$ cat config.mk
export PLATFORM = sky130hd
export DESIGN_NAME = ucds_debug_status
export DESIGN_NICKNAME = d
export VERILOG_FILES = /design/src/rtl/ucds_debug_status.v /design/src/rtl/ucds_frame_track.v
export VERILOG_INCLUDE_DIRS = /design/src /design/src/rtl
export SDC_FILE = /design/constraint.sdc
export NUM_CORES = 1
export LEC_CHECK = 0
export BUFFER_PORTS_ARGS = -buffer_cell sky130_fd_sc_hd__clkbuf_2
export CAP_MARGIN = 20
export CELL_PAD_IN_SITES_DETAIL_PLACEMENT = 1
export CELL_PAD_IN_SITES_GLOBAL_PLACEMENT = 2
export CORE_ASPECT_RATIO = 1.4
export CORE_MARGIN = 5
export CORE_UTILIZATION = 28
export DETAILED_ROUTE_END_ITERATION = 8
export PLACE_DENSITY_LB_ADDON = 0.1
export SLEW_MARGIN = 20
export SYNTH_ARGS = -nofsm -noshare
export SYNTH_HDL_FRONTEND = slang
export SYNTH_SLANG_ARGS = --single-unit
export TNS_END_PERCENT = 30
$ cat constraint.sdc
create_clock -name core_clk -period 3.2 [get_ports core_clk]
set_input_delay 0.16 -clock core_clk [delete_from_list [all_inputs] [get_ports core_clk]]
set_output_delay 0.16 -clock core_clk [all_outputs]
set_load 0.02 [all_outputs]
$ cat src/rtl/ucds_consts.vh
// Contract
// - Set command init-byte error on stop error, bad frame type or reserved type bit.
// - After init or byte error, ignore all following bytes until a link clear.
// - Ignored frames get no error checks and are counted neither valid nor discarded.
// - Set tx-off error when transmitter disabled and host asks for read data.
// - Set command start error when clear arrives before command frame finishes.
// - Set command byte error for any non-init byte error in a command frame.
// - Command CRC mismatch sets command CRC flag and counts frame discarded.
// - Set transmit start error when clear arrives while still sending.
// - Set transmit wait error when turn wait aborted by clear or new command.
// - Set response start error on clear during response frame reception.
// - Response non-init byte error sets flag; remaining bytes are ignored.
// - Response CRC mismatch sets response CRC flag and counts frame discarded.
// - Keep 8-bit discard counter of received and transmitted frames.
// - Reading discard register snapshots discard and valid counts, resets counters.
// - Keep 16-bit valid-frame counter, readable as high and low bytes.
// - Valid counter saturates at all ones, never wraps.
// - Record last OTP block address with corrected single-bit error.
// - Record last OTP block address with detected double-bit error.
`ifndef UCDS_CONSTS_VH
`define UCDS_CONSTS_VH
`define UCDS_IDX_CMD_ERR 12'h781
`define UCDS_IDX_RESP_ERR 12'h782
`define UCDS_IDX_DISCARD 12'h789
`define UCDS_IDX_VALID_HI 12'h78c
`define UCDS_IDX_VALID_LO 12'h78d
`define UCDS_IDX_SEC_BLK 12'h7a0
`define UCDS_IDX_DED_BLK 12'h7a1
`define UCDS_BIT_CMD_INIT 5
`define UCDS_BIT_CMD_TXOFF 4
`define UCDS_BIT_CMD_SOF 3
`define UCDS_BIT_CMD_BYTE 2
`define UCDS_BIT_CMD_CRC 0
`define UCDS_BIT_TX_SOF 4
`define UCDS_BIT_TX_WAIT 3
`define UCDS_BIT_RESP_SOF 2
`define UCDS_BIT_RESP_BYTE 1
`define UCDS_BIT_RESP_CRC 0
`define UCDS_CMD_MASK 8'h3d
`define UCDS_RESP_MASK 8'h1f
`define UCDS_RESET_BYTE 8'h00
`define UCDS_VALID_MAX 16'hffff
`define UCDS_DISCARD_MAX 8'hff
`endif

$ cat src/rtl/ucds_debug_status.v
// The AHB-Lite interface to the registers was left to the implementer.
`timescale 1ns/1ps
`include "ucds_consts.vh"
module ucds_debug_status (
  // Clock and reset
  input wire core_clk,
  input wire arst_n,
  // AHB-Lite slave
  input wire hsel,
  input wire [31:0] haddr,
  input wire [1:0] htrans,
  input wire hwrite,
  input wire [2:0] hsize,
  input wire [31:0] hwdata,
  input wire hready,
  output wire hreadyout,
  output wire hresp,
  output reg [31:0] hrdata,
  // Command frame events from framing logic
  input wire cmd_start,
  input wire cmd_init_bad,
  input wire cmd_byte_bad,
  input wire cmd_crc_bad,
  input wire cmd_end,
  input wire cmd_wants_read,
  input wire tx_enabled,
  // Response frame events
  input wire resp_start,
  input wire resp_init_bad,
  input wire resp_byte_bad,
  input wire resp_crc_bad,
  input wire resp_end,
  // Transmit side events
  input wire tx_busy,
  input wire tx_waiting,
  input wire tx_frame_done,
  input wire tx_frame_bad,
  input wire link_clear,
  // OTP ECC events
  input wire otp_sec_event,
  input wire otp_ded_event,
  input wire [7:0] otp_block_addr,
  // Fault reset
  input wire fault_clear
);
  reg [7:0] cmd_flags;
  reg [7:0] resp_flags;
  reg [7:0] discard_cnt;
  reg [15:0] valid_cnt;
  reg [15:0] valid_snap;
  reg [7:0] sec_blk;
  reg [7:0] ded_blk;
  reg [7:0] next_cmd_flags;
  reg [7:0] next_resp_flags;
  wire c_act, c_init, c_byte, c_sof, c_crc, c_good;
  wire r_byte, r_sof, r_crc, r_good;
  wire [15:0] discard_sum;
  wire addr_phase;
  wire discard_read;
  wire [1:0] discard_inc;
  wire [1:0] valid_inc;

  ////////////////////////////////////////////////////////////////
  // Frame trackers, one per received direction
  ucds_frame_track u_cmd (
    .core_clk(core_clk),
    .arst_n(arst_n),
    .frame_start(cmd_start),
    .link_clear(link_clear),
    .init_err(cmd_init_bad),
    .byte_err(cmd_byte_bad),
    .crc_err(cmd_crc_bad),
    .frame_end(cmd_end),
    .active(c_act),
    .ignoring(),
    .init_hit(c_init),
    .byte_hit(c_byte),
    .sof_hit(c_sof),
    .crc_hit(c_crc),
    .good_hit(c_good)
  );
  ucds_frame_track u_resp (
    .core_clk(core_clk),
    .arst_n(arst_n),
    .frame_start(resp_start),
    .link_clear(link_clear),
    .init_err(resp_init_bad),
    .byte_err(resp_byte_bad),
    .crc_err(resp_crc_bad),
    .frame_end(resp_end),
    .active(),
    .ignoring(),
    .init_hit(),
    .byte_hit(r_byte),
    .sof_hit(r_sof),
    .crc_hit(r_crc),
    .good_hit(r_good)
  );

  ////////////////////////////////////////////////////////////////
  // Sticky error flags; a new event wins over fault_clear
  always @* begin
    next_cmd_flags = fault_clear ? `UCDS_RESET_BYTE : cmd_flags;
    if (c_init)
      next_cmd_flags[`UCDS_BIT_CMD_INIT] = 1'b1;
    if (cmd_end & c_act & cmd_wants_read & ~tx_enabled)
      next_cmd_flags[`UCDS_BIT_CMD_TXOFF] = 1'b1;
    if (c_sof)
      next_cmd_flags[`UCDS_BIT_CMD_SOF] = 1'b1;
    if (c_byte)
      next_cmd_flags[`UCDS_BIT_CMD_BYTE] = 1'b1;
    if (c_crc)
      next_cmd_flags[`UCDS_BIT_CMD_CRC] = 1'b1;
    next_cmd_flags = next_cmd_flags & `UCDS_CMD_MASK;
  end

  // Response init errors only start ignoring; no flag bit exists for them
  always @* begin
    next_resp_flags = fault_clear ? `UCDS_RESET_BYTE : resp_flags;
    if (link_clear & tx_busy)
      next_resp_flags[`UCDS_BIT_TX_SOF] = 1'b1;
    if (tx_waiting & (link_clear | cmd_start))
      next_resp_flags[`UCDS_BIT_TX_WAIT] = 1'b1;
    if (r_sof)
      next_resp_flags[`UCDS_BIT_RESP_SOF] = 1'b1;
    if (r_byte)
      next_resp_flags[`UCDS_BIT_RESP_BYTE] = 1'b1;
    if (r_crc)
      next_resp_flags[`UCDS_BIT_RESP_CRC] = 1'b1;
    next_resp_flags = next_resp_flags & `UCDS_RESP_MASK;
  end

  always @(posedge core_clk or negedge arst_n) begin
    if (!arst_n) begin
      cmd_flags <= 8'h00;
      resp_flags <= 8'h00;
    end else begin
      cmd_flags <= next_cmd_flags;
      resp_flags <= next_resp_flags;
    end
  end

  ////////////////////////////////////////////////////////////////
  // Frame counters
  assign discard_inc = {1'b0, c_crc} + {1'b0, r_crc} + {1'b0, tx_frame_done & tx_frame_bad};
  assign valid_inc = {1'b0, c_good} + {1'b0, r_good} + {1'b0, tx_frame_done & ~tx_frame_bad};

  function [15:0] sat_add;
    input [15:0] base;
    input [1:0] inc;
    input [15:0] lim;
    reg [16:0] sum;
    begin
      sum = {1'b0, base} + {15'h0000, inc};
      sat_add = (sum > {1'b0, lim}) ? lim : sum[15:0];
    end
  endfunction

  assign discard_sum = sat_add({8'h00, discard_cnt}, discard_inc, {8'h00, `UCDS_DISCARD_MAX});

  assign addr_phase = hsel & hready & htrans[1];
  // Snapshot happens at the read's address phase so the data phase returns it
  assign discard_read = addr_phase & ~hwrite & (haddr[13:2] == `UCDS_IDX_DISCARD);

  always @(posedge core_clk or negedge arst_n) begin
    if (!arst_n) begin
      discard_cnt <= 8'h00;
      valid_cnt <= 16'h0000;
      valid_snap <= 16'h0000;
    end else if (discard_read) begin
      // Events in this cycle start the fresh count so none are lost
      valid_snap <= valid_cnt;
      discard_cnt <= {6'h00, discard_inc};
      valid_cnt <= {14'h0000, valid_inc};
    end else begin
      discard_cnt <= discard_sum[7:0];
      valid_cnt <= sat_add(valid_cnt, valid_inc, `UCDS_VALID_MAX);
    end
  end

  ////////////////////////////////////////////////////////////////
  // OTP block capture
  always @(posedge core_clk or negedge arst_n) begin
    if (!arst_n) begin
      sec_blk <= 8'h00;
      ded_blk <= 8'h00;
    end else begin
      if (otp_sec_event)
        sec_blk <= otp_block_addr;
      if (otp_ded_event)
        ded_blk <= otp_block_addr;
    end
  end

  ////////////////////////////////////////////////////////////////
  // AHB-Lite slave: zero wait states, always OKAY, writes dropped
  assign hreadyout = 1'b1;
  assign hresp = 1'b0;

  // Read data is registered at the address phase edge and held until the next read
  always @(posedge core_clk or negedge arst_n) begin
    if (!arst_n) begin
      hrdata <= 32'h00000000;
    end else if (addr_phase & ~hwrite) begin
      case (haddr[13:2])
        `UCDS_IDX_CMD_ERR: hrdata <= {24'h000000, next_cmd_flags};
        `UCDS_IDX_RESP_ERR: hrdata <= {24'h000000, next_resp_flags};
        `UCDS_IDX_DISCARD: hrdata <= {24'h000000, discard_cnt};
        `UCDS_IDX_VALID_HI: hrdata <= {24'h000000, valid_snap[15:8]};
        `UCDS_IDX_VALID_LO: hrdata <= {24'h000000, valid_snap[7:0]};
        `UCDS_IDX_SEC_BLK: hrdata <= {24'h000000, sec_blk};
        `UCDS_IDX_DED_BLK: hrdata <= {24'h000000, ded_blk};
        default: hrdata <= 32'h00000000;
      endcase
    end
  end
endmodule

$ cat src/rtl/ucds_frame_track.v
`timescale 1ns/1ps
`include "ucds_consts.vh"
module ucds_frame_track (
  // Clock and reset
  input wire core_clk,
  input wire arst_n,
  // Frame events for one direction, same clock
  input wire frame_start,
  input wire link_clear,
  input wire init_err,
  input wire byte_err,
  input wire crc_err,
  input wire frame_end,
  // Qualified results
  output wire active,
  output wire ignoring,
  output wire init_hit,
  output wire byte_hit,
  output wire sof_hit,
  output wire crc_hit,
  output wire good_hit
);
  reg in_frame;
  reg ign;
  assign active = in_frame & ~ign;
  assign ignoring = ign;
  assign init_hit = init_err & ~ign;
  assign byte_hit = byte_err & active & ~init_err;
  assign sof_hit = link_clear & in_frame & ~ign;
  assign crc_hit = frame_end & active & crc_err & ~byte_err;
  assign good_hit = frame_end & active & ~crc_err & ~byte_err;
  always @(posedge core_clk or negedge arst_n) begin
    if (!arst_n) begin
      in_frame <= 1'b0;
      ign <= 1'b0;
    end else if (link_clear) begin
      in_frame <= 1'b0;
      ign <= 1'b0;
    end else begin
      if (init_hit | byte_hit)
        ign <= 1'b1;
      if (frame_start | init_err)
        in_frame <= 1'b1;
      else if (frame_end)
        in_frame <= 1'b0;
    end
  end
endmodule

After elaboration in Yosys (flattened, before gate mapping)
Index checks and enable logic that the tools add are counted.
- register bits after elaboration: 102
- input port bits: 102
- output and inout bits: 34
- word-level logic and storage cells: 106
- add/sub/neg operators: 6
- magnitude comparators: 2
- eq/ne operators: 7
- mux-type cells: 27
- bitwise logic cells: 48
- reduce and logical (&&, ||, !) cells: 4
- operator list (cell ; count):
    equality test 12 x 11 -> 1 bit, second input constant ; 7
    one-hot mux 8 bit (7 select lines) ; 1
    bitwise AND 1 bit ; 32
    2-to-1 mux 16 bit ; 2
    2-to-1 mux 1 bit ; 20
    adder 16 x 2 -> 17 bit ; 1
    > comparator 17 x 16 -> 1 bit, second input constant ; 1
    2-to-1 mux 8 bit ; 2
    inverter 1 bit ; 11
    adder 8 x 2 -> 9 bit ; 1
    > comparator 9 x 8 -> 1 bit, second input constant ; 1
    2-to-1 mux 6 bit ; 1
    nonzero test 3 bit ; 2
    2-to-1 mux 5 bit ; 1
    bitwise OR 1 bit ; 5
    adder 1 x 1 -> 2 bit ; 2
    adder 2 x 1 -> 2 bit ; 2
    nonzero test 2 bit ; 2

Longest topological paths before layout
- depth in word-level cells: 11
- gate-level depth with buffers: 13
- gate-level depth less buffers: 12

Hierarchy
A second synthesis with hierarchy kept.
- cells, all modules: 391
- area total of the unflattened synthesis: 4199.0 µm²
- by module, submodules not included (module ; times used ; cells each ; area each (µm²) ; seq. area each (µm²)):
    ucds_debug_status ; 1 ; 365 ; 3926.3 ; 1851.8
    ucds_frame_track ; 2 ; 13 ; 136.4 ; 50.0

Least setup slack after synthesis
No wires, ideal clock.
- path type: reg-to-reg
- start: register u_cmd.in_frame
- end: register valid_cnt[9]
- library setup time: 86 ps
- data arrival time: 3088 ps
- required time: 3114 ps
- path slack: 26 ps
- stages on the path, launching flop included: 14
- path buffers: 1
- period minus slack after synthesis: 3174 ps
- cell sequence: dfrtp_1 > nor2b_1 > nand2_1 > nor3_1 > fa_1 > ha_1 > inv_1 > fa_1 > nor2b_1 > nand3_1 > or3_1 > clkbuf_1 > and4_1 > nor3_1
- word-level cells in the longest chain between the ends: 10
- RTL lines (what ; RTL line ; text):
    start, declared ; ucds_frame_track.v:23 ; reg in_frame;
    start signal, assigned ; ucds_frame_track.v:34 ; in_frame <= 1'b0;
    start signal, assigned ; ucds_frame_track.v:37 ; in_frame <= 1'b0;
    start signal, assigned ; ucds_frame_track.v:43 ; in_frame <= 1'b1;
    bitwise AND 1 bit (*) ; ucds_frame_track.v:25 ; assign active = in_frame & ~ign;
    bitwise AND 1 bit (*) (3 in a row) ; ucds_frame_track.v:31 ; assign good_hit = frame_end & active & ~crc_err & ~byte_err;
    adder 1 x 1 -> 2 bit (*) ; ucds_debug_status.v:146 ; assign valid_inc = {1'b0, c_good} + {1'b0, r_good} + {1'b0, tx_frame_done & ~tx_frame_bad};
    adder 2 x 1 -> 2 bit (*) ; ucds_debug_status.v:146 ;
    adder 16 x 2 -> 17 bit (*) ; ucds_debug_status.v:154 ; sum = {1'b0, base} + {15'h0000, inc};
    > comparator 17 x 16 -> 1 bit ; ucds_debug_status.v:155 ; sat_add = (sum > {1'b0, lim}) ? lim : sum[15:0];
    2-to-1 mux 16 bit (*) ; ucds_debug_status.v:155 ;
    2-to-1 mux 16 bit (*) ; ucds_debug_status.v:170 ; end else if (discard_read) begin
    end signal, assigned ; ucds_debug_status.v:174 ; valid_cnt <= {14'h0000, valid_inc};
    end signal, assigned ; ucds_debug_status.v:177 ; valid_cnt <= sat_add(valid_cnt, valid_inc, `UCDS_VALID_MAX);
    end, declared ; ucds_debug_status.v:49 ; reg [15:0] valid_cnt;
Mark *: on every way between the ends. The rest lies on a longest branch, timed or not.
A chain may end at the register's enable or synchronous reset.

Final worst setup path
- start: register u_resp.in_frame
- end: register valid_cnt[9]
- word-level cells in the longest chain between the ends: 10
- RTL lines (what ; RTL line):
    start, declared ; ucds_frame_track.v:23
    start signal, assigned ; ucds_frame_track.v:34
    start signal, assigned ; ucds_frame_track.v:37
    start signal, assigned ; ucds_frame_track.v:43
    bitwise AND 1 bit (*) ; ucds_frame_track.v:25
    bitwise AND 1 bit (*) (3 in a row) ; ucds_frame_track.v:31
    adder 1 x 1 -> 2 bit (*) ; ucds_debug_status.v:146
    adder 2 x 1 -> 2 bit (*) ; ucds_debug_status.v:146
    adder 16 x 2 -> 17 bit (*) ; ucds_debug_status.v:154
    > comparator 17 x 16 -> 1 bit ; ucds_debug_status.v:155
    2-to-1 mux 16 bit (*) ; ucds_debug_status.v:155
    2-to-1 mux 16 bit (*) ; ucds_debug_status.v:170
Marks and branches as above.

==> qor.txt <==
syn avg cell area = 10.55 um^2
crit path time final = 3.082 ns
Critical Path, Cell by Cell = nor4bb_2 -> nor2b_1 -> fa_1 -> ha_2 -> inv_1 -> fa_2 -> nor2b_2 -> nand3_2 -> or3_4 -> and4_1 -> nor3_2
Hold Crit Depth = 3
final hold violations = 0
Diodes inserted = 0
Critical R2R Launch = u_resp.in_frame$_DFFE_PN0P_
Slew headroom = 0.3920
CTS Buf Count = 9
number of synthesized flops with an enable pin = 0
status = completed
Slew @ Worst Pin = 0.9119 ns
Root Driver = clkbuf_16
Layout area overhead = 21.37%
Hold WS = 0.06398 ns
Async S/R FF share, synth = 1.000
Final Cycle Share = 0.9632
Final Max Tran Viols = 0
Post-DRT Antenna Nets = 0
max incr delay on CP = 0.61 ns
CTS tree = yes
Avg WL per Cell = 17.98 um
critical path launch point type = flop
Worst Hold Launch = tx_busy
WP data required = 3.46 ns
clock latency on the worst-skew pair = 0.33 ns
worst path arrival time = 3.34 ns
CTS Sinks = 78
global-route wire length before repair = 19220 um
max cap viols = 0
Post-Layout Inst Area = 0.005059 mm^2
layout cells sized above 1 = 0.3006
most frequent cells in the layout = dfrtp_1, clkbuf_2, nor2_1, mux2_2, conb_1
largest net degree at the start of global routing = 68
Synth Warn # = 0
reg2reg end = valid_cnt[9]$_DFF_PN0_
WHS Endpoint = resp_flags[4]$_DFF_PN0_
WL final = 11830 um
IO Port Bufs = 53
post-place setup slack = -0.1161 ns
Vias/cell = 4.767
DPL Wire Length = 9028 um
Worst VDD drop = 0.0002281 V
synthesized cell area = 0.004168 mm^2
Ports = 136
Yosys cell types = 58
worst setup margin = 0.1176 ns
DRC = 0
Yosys top cell area share = 0.4683
Global Route Usage Sum = 0.1404
DRT Pass-1 Iters = 4
routability cong. = 0.7924
post-layout util = 0.3471
drt initial violations = 104
#FFs+latches synth = 78
register area share after synthesis = 0.4683
CTS Buffer Depth = 2
static leakage = 2.327 nW
worst-case clock skew = 0.007264 ns
Reg2Reg Setup Slack = 0.12 ns
Core Region = 0.01457 mm^2
CTS clk-pin slew, worst paths = 0.06 ns
worst-path cell with the longest stage delay = fa_1
effective utilization at floorplan = 0.2860
dominant synthesized flop cell = dfrtp_1
most common cell after layout, fill and taps aside = dfrtp_1
top post-synthesis cells by area = dfrtp_1, mux2_2, buf_4
placed cell area = 0.004644 mm^2
Setup Viol. Count Final = 0
Clock H-tree levels = 3
vias in the first global route = 3436
num rows = 52
die height = 154.4 um
initial antenna violation count = 0
crit path kind = reg -> reg
HP Class = in -> reg
Layout fillers = 1658
worst setup path start = u_resp.in_frame$_DFFE_PN0P_
Layout Nets = 574
crit path max fanout = 4
PD cells = 571.5 mW/mm^2
DR vias = 3137
DIE WIDTH = 113.1 um
worst r2r path cells = 11
Worst setup EP type = flop
total gr overflow = 0
Syn Inst Count = 395
Achievable Freq = 324.4 MHz
Synth area leader = dfrtp_1
Total Power = 0.002891 W
Die ar. = 0.01746 mm^2
## kinds of logic after synthesis
family	after synthesis	share of synthesized area
other cells	2	0.001802
buf+inv	58	0.08046
compound gates	74	0.1264
simple gates	126	0.1681
xor+xnor	13	0.02732
mux	36	0.09637
flops	78	0.4683
fa+ha+maj	8	0.03122
## report_power, final
group / internal [W] / total [W] / switching (W)
Sequential: 0.00111 / 0.00122 / 0.000116
Combinational: 0.000207 / 0.000455 / 0.000248
Clock: 0.000790 / 0.00121 / 0.000421
## sequential cells by signal, indices dropped and copies added (netlist names)
register	flops
valid_cnt	16
valid_snap	16
ded_blk	8
discard_cnt	8
hrdata	8
sec_blk	8
cmd_flags	5
resp_flags	5
u_cmd.ignoring	1
u_cmd.in_frame	1
u_resp.ignoring	1
u_resp.in_frame	1
## metrics by stage
stage,TNS [ns],instances
3_5_place_dp,-0.3411,640
2_1_floorplan,0,419
4_1_cts,0,657
3_3_place_gp,-0.2988,640
5_1_grt,-0.0005305,658
6_report,0,658
## worst max-delay path by stage
stage	to	slack, ns
after floorplan	valid_cnt[9]$_DFF_PN0_	0.03
after global placement	valid_cnt[13]$_DFF_PN0_	-0.14
after detailed placement	valid_cnt[13]$_DFF_PN0_	-0.12
after CTS	valid_cnt[9]$_DFF_PN0_	0.03
after global routing	valid_cnt[9]$_DFF_PN0_	-0.0005
final	valid_cnt[9]$_DFF_PN0_	0.12
## cell type report
type	count	area [um^2]	area share
well taps	189	236.5	0.04675
repair buffers	76	442.9	0.08756
clock buffers	10	239.0	0.04724
flip-flops and latches	78	1952	0.3859
multi-input cells	283	2012	0.3977
inverters	16	60.06	0.01187
clock inverters	6	116.4	0.02300
## critical path: cells and delay by family, from the launching register on
| family | cells | cell delay (ns) |
|---|---|---|
| fa+ha+maj | 3 | 1.18 |
| buf+inv | 1 | 0.05 |
| simple gates | 7 | 1.39 |
| flops | 1 | 0.38 |
## routing by layer
metal	global-route usage	up-vias	part of all wire
met4	0.03608	0	0.011
met2	0.2444	60	0.53
met3	0.02697	9	0.032
met5	0	-	0
met1	0.1779	1552	0.43
li1	-	1516	-
## Yosys cell counts, types with 4 or more instances
| library cell | n |
|---|---|
| nor4_1 | 5 |
| o21ai_0 | 7 |
| clkbuf_1 | 10 |
| dfrtp_1 | 78 |
| nor3_1 | 13 |
| a32oi_1 | 4 |
| nand2_1 | 19 |
| ha_1 | 4 |
| buf_2 | 4 |
| inv_1 | 16 |
| xnor2_1 | 8 |
| nand3_1 | 5 |
| a21oi_1 | 22 |
| a32o_1 | 4 |
| nand2b_1 | 7 |
| buf_4 | 26 |
| a211oi_1 | 4 |
| fa_1 | 4 |
| xor2_1 | 5 |
| mux2_2 | 33 |
| nor2_1 | 33 |
| and3_1 | 6 |
| nand4b_1 | 4 |
| nor2b_1 | 9 |
| a22oi_1 | 7 |
| a22o_1 | 4 |
## timing repair
action | CTS | global route
resized for setup | 3 | 7
pin swaps | 1 | 3
hold buffers | 1 | 0
setup endpoints to repair | 6 | 11
buffers inserted | 0 | 1
hold endpoints to repair | 17 | 0
Power figures use the tool's default switching activity.
